## config.mk

```make
export PLATFORM = sky130hd
export DESIGN_NAME = nva_access
export DESIGN_NICKNAME = d
export VERILOG_FILES = /design/src/design/nva_pkg.sv /design/src/design/nva_access.sv
export SDC_FILE = /design/constraint.sdc
export NUM_CORES = 2
export LEC_CHECK = 0
export BUFFER_PORTS_ARGS = -buffer_cell sky130_fd_sc_hd__buf_4
export CAP_MARGIN = 10
export CELL_PAD_IN_SITES_DETAIL_PLACEMENT = 0
export CELL_PAD_IN_SITES_GLOBAL_PLACEMENT = 2
export CORE_MARGIN = 4
export CORE_UTILIZATION = 29
export CTS_CLUSTER_SIZE = 10
export DETAILED_ROUTE_END_ITERATION = 12
export PLACE_DENSITY = 0.64
export SYNTH_ARGS = -nofsm -noshare
export SYNTH_HDL_FRONTEND = slang
export SYNTH_SLANG_ARGS = --single-unit
```

## constraint.sdc

```tcl
create_clock -name clock -period 9 [get_ports clock]
set_input_delay 2.25 -clock clock [delete_from_list [all_inputs] [get_ports clock]]
set_output_delay 2.25 -clock clock [all_outputs]
set_load 0.05 [all_outputs]
```

## src/design/nva_pkg.sv

```systemverilog
// ---------------------------------------------------------------
// nonvolatile byte array access: shared constants and types
// ---------------------------------------------------------------
package nva_pkg;

  // ---------------------------------------------------------------
  // array geometry
  // ---------------------------------------------------------------
  localparam int NVA_DEPTH = 512;   // bytes in the array
  localparam int NVA_AW = 9;        // linear address width

  // ---------------------------------------------------------------
  // i/o register offsets (6-bit i/o space)
  // ---------------------------------------------------------------
  localparam logic [5:0] OFS_CONTROL = 6'h1f;
  localparam logic [5:0] OFS_DATA = 6'h20;    // data register slot
  localparam logic [5:0] OFS_ADDR_LOW = 6'h21;
  localparam logic [5:0] OFS_ADDR_HIGH = 6'h22;

  // ---------------------------------------------------------------
  // control register bit positions
  // ---------------------------------------------------------------
  localparam int BIT_READ_STROBE = 0;
  localparam int BIT_WRITE_STROBE = 1;
  localparam int BIT_MASTER_WE = 2;
  localparam int BIT_READY_IRQ_EN = 3;

  // reset values
  localparam logic [7:0] CONTROL_RST = 8'h00;
  localparam logic [7:0] DATA_RST = 8'h00;
  localparam logic [8:0] ADDR_RST = 9'h000;

  // ---------------------------------------------------------------
  // timing
  // ---------------------------------------------------------------
  localparam logic [2:0] MWE_CYCLES = 3'h4;        // master enable lifetime
  localparam logic [2:0] READ_STALL_CYCLES = 3'h4; // core halt on read
  localparam logic [2:0] WRITE_STALL_CYCLES = 3'h2; // core halt on write start
  localparam int CLK_PERIOD_NS = 10;               // 100 MHz system clock
  localparam int WRITE_TIME_NS = 3300000;          // typical 3.3 ms program time
  localparam int WRITE_RC_CYCLES_DEF = 27072;      // calibrated rc cycles per write
  localparam int WRITE_CLK_CYCLES = WRITE_TIME_NS / CLK_PERIOD_NS;
  // rc oscillator emulated as an enable pulse every rc_div system clocks
  localparam int RC_DIV_DEF = WRITE_CLK_CYCLES / WRITE_RC_CYCLES_DEF;

  // ---------------------------------------------------------------
  // carriers
  // ---------------------------------------------------------------
  typedef struct packed {
    logic wr;          // i/o write strobe, one cycle
    logic rd;          // i/o read strobe, one cycle
    logic [5:0] addr;  // i/o register address
    logic [7:0] wdata; // write data
  } nva_io_req_t;

  // programming state
  typedef enum logic {
    NVA_IDLE = 1'b0,
    NVA_PROG = 1'b1
  } nva_state_t;

endpackage : nva_pkg

```

## src/design/nva_access.sv

```systemverilog
`timescale 1ns/1ps
module nva_access #(
  parameter int RC_DIV = nva_pkg::RC_DIV_DEF,
  parameter int WRITE_RC_CYCLES = nva_pkg::WRITE_RC_CYCLES_DEF
) (
  // clock and reset
  input wire logic clock,
  input wire logic sys_rst,
  // i/o register port
  input wire nva_pkg::nva_io_req_t io_req,
  output logic [7:0] io_rdata,
  // core side
  input wire logic global_irq_enable,
  output logic cpu_stall,
  output logic ready_irq
);
  import nva_pkg::*;

  // ---------------------------------------------------------------
  // storage and registers
  // ---------------------------------------------------------------
  logic [7:0] mem_q [0:NVA_DEPTH-1];   // the byte array itself
  logic [NVA_AW-1:0] addr_q;           // nv_address
  logic [7:0] data_q;                  // nv_data
  logic irq_en_q;                      // ready_irq_enable
  logic mwe_q;                         // master_write_enable
  logic [2:0] mwe_cnt_q;               // master enable lifetime count
  logic [2:0] stall_cnt_q;             // remaining halt cycles
  logic [15:0] rc_div_q;               // rc tick divider
  logic [15:0] prog_cnt_q;             // rc cycles left in programming
  nva_state_t state_q;
  nva_state_t state_d;

  // ---------------------------------------------------------------
  // decode
  // ---------------------------------------------------------------
  wire busy = (state_q == NVA_PROG);
  wire wr_ctrl = io_req.wr && (io_req.addr == OFS_CONTROL);
  wire wr_data = io_req.wr && (io_req.addr == OFS_DATA);
  wire wr_alo = io_req.wr && (io_req.addr == OFS_ADDR_LOW);
  wire wr_ahi = io_req.wr && (io_req.addr == OFS_ADDR_HIGH);
  // enable bit written as one arms the window
  wire set_mwe = wr_ctrl && io_req.wdata[BIT_MASTER_WE];
  // strobe needs enable already set
  // a strobe in the same write that sets the enable is refused
  wire write_go = wr_ctrl && io_req.wdata[BIT_WRITE_STROBE] && mwe_q && !busy;
  // reads blocked while programming
  // a refused read leaves data and halt untouched
  wire read_go = wr_ctrl && io_req.wdata[BIT_READ_STROBE] && !busy;
  // one-cycle pulse standing in for an rc oscillator edge
  wire rc_tick = (rc_div_q == 16'h0000);
  // last rc cycle of the program time
  wire prog_done = busy && rc_tick && (prog_cnt_q == 16'h0001);
  // array output seen through the address register
  wire [7:0] rd_byte = mem_q[addr_q];
  wire [15:0] prog_len = 16'(WRITE_RC_CYCLES);
  wire [15:0] rc_reload = 16'(RC_DIV - 1);

  // ---------------------------------------------------------------
  // read-back mux
  // ---------------------------------------------------------------
  // reserved bits forced to zero
  // busy shown as strobe
  // the read strobe position never holds a one
  wire [7:0] ctrl_view = {4'h0, irq_en_q, mwe_q, busy, 1'b0};
  // only the top address bit lives here
  wire [7:0] ahi_view = {7'h00, addr_q[8]};
  // live mux: read data follows the offset every cycle
  always_comb begin
    case (io_req.addr)
      OFS_CONTROL: io_rdata = ctrl_view;
      OFS_DATA: io_rdata = data_q;
      OFS_ADDR_LOW: io_rdata = addr_q[7:0];
      OFS_ADDR_HIGH: io_rdata = ahi_view;
      // unmapped offsets read as zero
      default: io_rdata = 8'h00;
    endcase
  end

  // ---------------------------------------------------------------
  // programming state machine
  // ---------------------------------------------------------------
  // strobe drops when time is up
  always_comb begin
    state_d = state_q;
    // hold unless a start or the last tick moves it
    case (state_q)
      NVA_IDLE: if (write_go) state_d = NVA_PROG;
      NVA_PROG: if (prog_done) state_d = NVA_IDLE;
      default: state_d = NVA_IDLE;
    endcase
  end

  // state register
  // a reset in mid-write ends the busy window at once; the byte
  // is already committed, so the array never holds a torn value
  always_ff @(posedge clock) begin
    if (sys_rst) state_q <= NVA_IDLE;
    else state_q <= state_d;
  end

  // ---------------------------------------------------------------
  // rc oscillator emulation
  // ---------------------------------------------------------------
  // free-running divider; a write may start mid-period, so the
  // first rc cycle is short by up to rc_div-1 clocks
  always_ff @(posedge clock) begin
    if (sys_rst || rc_tick) rc_div_q <= rc_reload;
    else rc_div_q <= rc_div_q - 16'h0001;
  end

  // count rc cycles while programming
  // reload on a start, then one step per rc tick
  always_ff @(posedge clock) begin
    if (sys_rst) prog_cnt_q <= 16'h0000;
    else if (write_go) prog_cnt_q <= prog_len;
    else if (busy && rc_tick) prog_cnt_q <= prog_cnt_q - 16'h0001;
  end

  // ---------------------------------------------------------------
  // array access
  // ---------------------------------------------------------------
  // byte committed at the accepted strobe
  // the cell is shown busy for the whole program time, which
  // hides the early commit from software
  always_ff @(posedge clock) begin
    if (write_go) mem_q[addr_q] <= data_q;
  end

  // read data lands in data register
  always_ff @(posedge clock) begin
    if (sys_rst) data_q <= DATA_RST;
    else if (read_go) data_q <= rd_byte;
    else if (wr_data) data_q <= io_req.wdata;
  end

  always_ff @(posedge clock) begin
    if (sys_rst) addr_q <= ADDR_RST;
    else if (wr_alo && !busy) addr_q[7:0] <= io_req.wdata;
    else if (wr_ahi && !busy) addr_q[8] <= io_req.wdata[0];
  end

  // ---------------------------------------------------------------
  // control bits
  // ---------------------------------------------------------------
  // enable bit is plain read/write
  // every control write updates it; no bit-set semantics
  always_ff @(posedge clock) begin
    if (sys_rst) irq_en_q <= CONTROL_RST[BIT_READY_IRQ_EN];
    else if (wr_ctrl) irq_en_q <= io_req.wdata[BIT_READY_IRQ_EN];
  end

  // master enable times out
  // a software set wins over the timeout in the same cycle
  always_ff @(posedge clock) begin
    if (sys_rst) begin
      mwe_q <= CONTROL_RST[BIT_MASTER_WE];
      mwe_cnt_q <= 3'h0;
    end else if (set_mwe) begin
      mwe_q <= 1'b1;
      mwe_cnt_q <= MWE_CYCLES;
    end else if (mwe_cnt_q != 3'h0) begin
      // last step of the count drops the enable
      mwe_cnt_q <= mwe_cnt_q - 3'h1;
      mwe_q <= (mwe_cnt_q != 3'h1);
    end
  end

  // ---------------------------------------------------------------
  // core halt and ready interrupt
  // ---------------------------------------------------------------
  // four halt cycles after a read
  // two halt cycles after a write start
  // a read load wins when both strobes share one write
  always_ff @(posedge clock) begin
    if (sys_rst) stall_cnt_q <= 3'h0;
    else if (read_go) stall_cnt_q <= READ_STALL_CYCLES;
    else if (write_go) stall_cnt_q <= WRITE_STALL_CYCLES;
    else if (stall_cnt_q != 3'h0) stall_cnt_q <= stall_cnt_q - 3'h1;
  end

  // halt straight from the counter; no extra flop delay
  assign cpu_stall = (stall_cnt_q != 3'h0);

  assign ready_irq = irq_en_q && global_irq_enable && !busy;

  // ---------------------------------------------------------------
  // checks
  // ---------------------------------------------------------------
  // clocks spent busy in the current write, for the length check
  logic [31:0] busy_len_q;
  always_ff @(posedge clock) begin
    if (sys_rst || write_go) busy_len_q <= 32'h0000_0000;
    else if (busy) busy_len_q <= busy_len_q + 32'h0000_0001;
  end

  // a fresh set must hold for four cycles
  mwe_lifetime_a: assert property (
    @(posedge clock) disable iff (sys_rst)
    set_mwe |=> mwe_q [*4])
    else $error("master enable lifetime wrong");

  // with no new set, the enable is gone on the fifth cycle
  mwe_timeout_a: assert property (
    @(posedge clock) disable iff (sys_rst)
    set_mwe ##1 (!set_mwe) [*4] |=> !mwe_q)
    else $error("master enable did not time out");

  write_window_a: assert property (
    @(posedge clock) disable iff (sys_rst)
    $rose(busy) |-> $past(mwe_cnt_q) != 3'h0)
    else $error("write started outside enable window");

  write_refused_a: assert property (
    @(posedge clock) disable iff (sys_rst)
    (wr_ctrl && io_req.wdata[BIT_WRITE_STROBE] && !mwe_q && !busy) |=> !busy)
    else $error("unarmed strobe started a write");

  write_guard_a: assert property (
    @(posedge clock) disable iff (sys_rst)
    $rose(busy) |-> $past(mwe_q) && $past(wr_ctrl))
    else $error("write started without master enable");

  // ---------------------------------------------------------------
  // halt checks
  // ---------------------------------------------------------------
  read_stall_a: assert property (
    @(posedge clock) disable iff (sys_rst)
    read_go |=> cpu_stall [*4] ##1 (!cpu_stall || $past(read_go || write_go)))
    else $error("read halt length wrong");

  write_stall_a: assert property (
    @(posedge clock) disable iff (sys_rst)
    (write_go && !read_go) |=> cpu_stall [*2] ##1 (!cpu_stall || $past(read_go)))
    else $error("write halt length wrong");

  // ---------------------------------------------------------------
  // interrupt checks
  // ---------------------------------------------------------------
  irq_busy_a: assert property (
    @(posedge clock) disable iff (sys_rst)
    (irq_en_q && global_irq_enable) |-> (ready_irq != busy))
    else $error("ready interrupt level wrong");

  // ---------------------------------------------------------------
  // data path checks
  // ---------------------------------------------------------------
  read_data_a: assert property (
    @(posedge clock) disable iff (sys_rst)
    read_go |=> data_q == $past(rd_byte))
    else $error("read data not captured");

  // the byte lands at the address held when the strobe was taken
  write_commit_a: assert property (
    @(posedge clock) disable iff (sys_rst)
    write_go |=> mem_q[$past(addr_q)] == $past(data_q))
    else $error("write data not committed");

  // a refused read must not touch the data register
  read_refused_a: assert property (
    @(posedge clock) disable iff (sys_rst)
    (busy && wr_ctrl && io_req.wdata[BIT_READ_STROBE]) |=> $stable(data_q))
    else $error("read went through during a write");

  addr_hold_a: assert property (
    @(posedge clock) disable iff (sys_rst)
    (busy && $past(busy)) |-> $stable(addr_q))
    else $error("address moved during write");

  prog_end_a: assert property (
    @(posedge clock) disable iff (sys_rst)
    $fell(busy) |-> $past(prog_cnt_q) == 16'h0001 && $past(rc_tick))
    else $error("programming ended early");

  strobe_view_a: assert property (
    @(posedge clock) disable iff (sys_rst)
    (io_req.addr == OFS_CONTROL) |-> io_rdata[BIT_WRITE_STROBE] == busy && io_rdata[7:4] == 4'h0)
    else $error("control read-back wrong");

  addr_view_a: assert property (
    @(posedge clock) disable iff (sys_rst)
    (io_req.addr == OFS_ADDR_HIGH) |-> io_rdata[7:1] == 7'h00)
    else $error("address high read-back wrong");

  // program time in clocks, allowing for a short first rc cycle
  prog_len_a: assert property (
    @(posedge clock) disable iff (sys_rst)
    ($fell(busy) && !$past(sys_rst)) |->
      busy_len_q >= 32'((WRITE_RC_CYCLES - 1) * RC_DIV + 1) &&
      busy_len_q <= 32'(WRITE_RC_CYCLES * RC_DIV))
    else $error("program time wrong");

endmodule : nva_access

```

==> impl_metrics.json <==
{
  "slew_headroom_pct": 0.636,
  "start_kind": "input port",
  "min_period_ns": 7.08,
  "required_ns": 6.75,
  "fp.dieW_um": 754,
  "period_share_pct": 78.6,
  "worstMarginPinSlew_ns": 1.49,
  "maxClockFrequency_mhz": 141,
  "holdWs_ns": 0.412,
  "first_global_vias": 81000,
  "gr-total-overflow": 0,
  "grt_max_degree": 232,
  "synth_warnings": 0,
  "drv_cap": 0,
  "worstPathArrival_ns": 4.83,
  "hpwl_mm": 290,
  "drtIter0Drc": 9370,
  "first_pass_iters": 6,
  "clkTransAtPathRegs_ns": 0.05,
  "netlist_area_um2": 161000,
  "critPathKind": "in -> out",
  "antenna_found_initial": 42,
  "ir_worst_vdd_mv": 0.150,
  "vias": 79200,
  "finalSetupTns_ns": 0,
  "power_density_nw_per_um2": 206,
  "status": "finished, final reports clean",
  "synth_nets": 7549,
  "synthDistinctLibCells": 73,
  "ys_seq_elements": 4154,
  "vias_per_cell": 5.21,
  "num_rows": 273,
  "drv_slew": 0,
  "synth_ff_type": "edfxtp_1",
  "synth.top_cell.area_share_pct": 76.3,
  "grt_first_pass_wirelength_mm": 662,
  "cts_resized": 0,
  "synthArstFlopShare_pct": 0,
  "clock_path_buffers": 4,
  "avgSynthCellArea_um2": 21.4,
  "place_congestion": 0.827,
  "areaGrowthSynthToFinish_pct": 13.4,
  "wl_per_cell_um": 31.6,
  "rsz0062_at_grt": "no",
  "critPathMaxFanout": 9,
  "cts_hold_buf": 0,
  "setup_violations": 0,
  "nets": 7790,
  "post_cts_buffers": 0,
  "cts_tree": "done",
  "ant_nets": 0,
  "final_area_um2": 183000,
  "total_leakage_power_nw": 58.5,
  "core_area_um2": 553000,
  "port_buffers": 27,
  "cts_sinks": 4154,
  "hold_class": "reg -> reg",
  "die_area_um2": 568000,
  "dpl_cell_area_um2": 170000,
  "htreeDepth": 5,
  "io_pins": 29,
  "start_util_pct": 29.1,
  "synth_area_leaders": "edfxtp_1, mux4_2, nor2_1",
  "fin_total_pwr_w": 0.0376,
  "syn_inst": 7523,
  "ys_seq_area_share_pct": 77.0,
  "synth_edf_count": 4096,
  "drc": 0,
  "synth_top_area_cell": "edfxtp_1",
  "final-hold-violation-count": 0,
  "end_kind": "output port",
  "clk_latency_ns": 1.02,
  "fillers": 51700,
  "root_buffer": "clkbuf_16",
  "skew_ns": 0.0804,
  "grt.total_usage_pct": 16.4,
  "wirelength_mm": 479,
  "die_h_um": 754,
  "cts_made_buffers": 463,
  "drive_gt1_share_pct": 23.4
}
synthesized netlist by cell type, types with 19 or more instances:
cell type	number
mux2i_1	222
buf_1	19
dfxtp_1	58
nand2_1	277
buf_6	24
a32oi_1	52
nand3_1	89
o22ai_1	46
edfxtp_1	4096
a31oi_1	29
buf_2	144
nor2_1	629
o21ai_0	32
mux4_2	1052
nand4_1	25
clkbuf_1	178
a221oi_1	34
buf_4	88
a21oi_1	46
a22oi_1	69
nor3_1	54
metrics by stage:
step	worst slack, ns	utilization, %	instances
6_report	1.92	33.0	15200
3_3_place_gp	1.70	30.8	14600
4_1_cts	1.94	33.0	15200
3_5_place_dp	1.66	30.8	14600
2_1_floorplan	1.69	-	7523
5_1_grt	1.89	33.0	15200
worst max-delay path: stages:
cell and delay [ns]:
buf_4 0.11, nor4b_1 0.49, nand2b_1 0.54, o21ai_1 1.05
buf_4 0.35
flip-flops by register name, summed over array words and instances, names as in the netlist, 3 cells and up:
signal,flops
addr_q,9
data_q,8
mem_q,4096
mwe_cnt_q,3
prog_cnt_q,16
rc_div_q,16
stall_cnt_q,3
worst paths after layout:
path                                from                endpoint  slack, ns  cells after the start
hold / removal    rc_div_q[0]$_SDFF_PP1_  rc_div_q[0]$_SDFF_PP1_       0.41                      1
setup reg to reg  addr_q[0]$_SDFFE_PP0N_  data_q[1]$_SDFFE_PP0P_       3.52                      9
hold reg to reg   rc_div_q[0]$_SDFF_PP1_  rc_div_q[0]$_SDFF_PP1_       0.41                      1
setup / recovery              io_req[11]             io_rdata[2]       1.92                      5
where the power goes:
| group | internal [W] | leakage [nW] | switching (W) |
|---|---|---|---|
| sequential | 0.0210 | 41.8 | 0.0000128 |
| clock | 0.00926 | 6.06 | 0.00716 |
| combinational | 0.0000681 | 10.7 | 0.000158 |
cells in the final DEF, fill, tap and decap left out, drive strengths merged, types with 15 or more instances in the layout:
cell type     n
nor2        629
a22o         18
mux4       1068
clkbuf      537
mux2i       222
nand4        25
buf         233
nor3         54
a31oi        29
a21oi        46
inv          26
nor4         16
o22ai        47
a221oi       34
edfxtp     4096
dfxtp        58
xnor2        15
nand2       277
a32oi        52
a22oi        69
o21ai        33
nand3        89
xor2         15
clkinv       32
metal layers:
| metal | GRT usage (%) | wire [um] |
|---|---|---|
| met4 | 6.11 | 19600 |
| met1 | 22.2 | 194000 |
| met5 | 0 | 154 |
| met3 | 2.96 | 37900 |
| met2 | 26.4 | 228000 |
cells by family (layout without fill, tap and decap cells):
group                      count (synthesis)  count (layout)  synth area share (%)
muxes                                   1292            1292                  16.3
other                                      0              12                     0
xor gates and xnor gates                  30              30                 0.163
adders and majority gates                  7               7                0.0543
and+or+nand+nor                         1170            1170                  3.06
DFF                                     4154            4154                  77.0
AOI/OAI and AO/OA                        399             399                  1.80
buffers and inverters                    471             831                  1.56
area by class of cell:
class                           count  area (um^2)  share of cell area (%)
Clock buffer                      537        12000                    6.56
Multi-Input combinational cell   2898        34900                    19.1
Antenna cell                       12         30.0                  0.0164
Inverter                           14         60.1                  0.0328
Sequential cell                  4154       124000                    67.9
Timing Repair Buffer              233         2150                    1.18
Clock inverter                     47          455                   0.249
Tap cell                         7287         9120                    4.99
(Power assumes the default switching activity.)
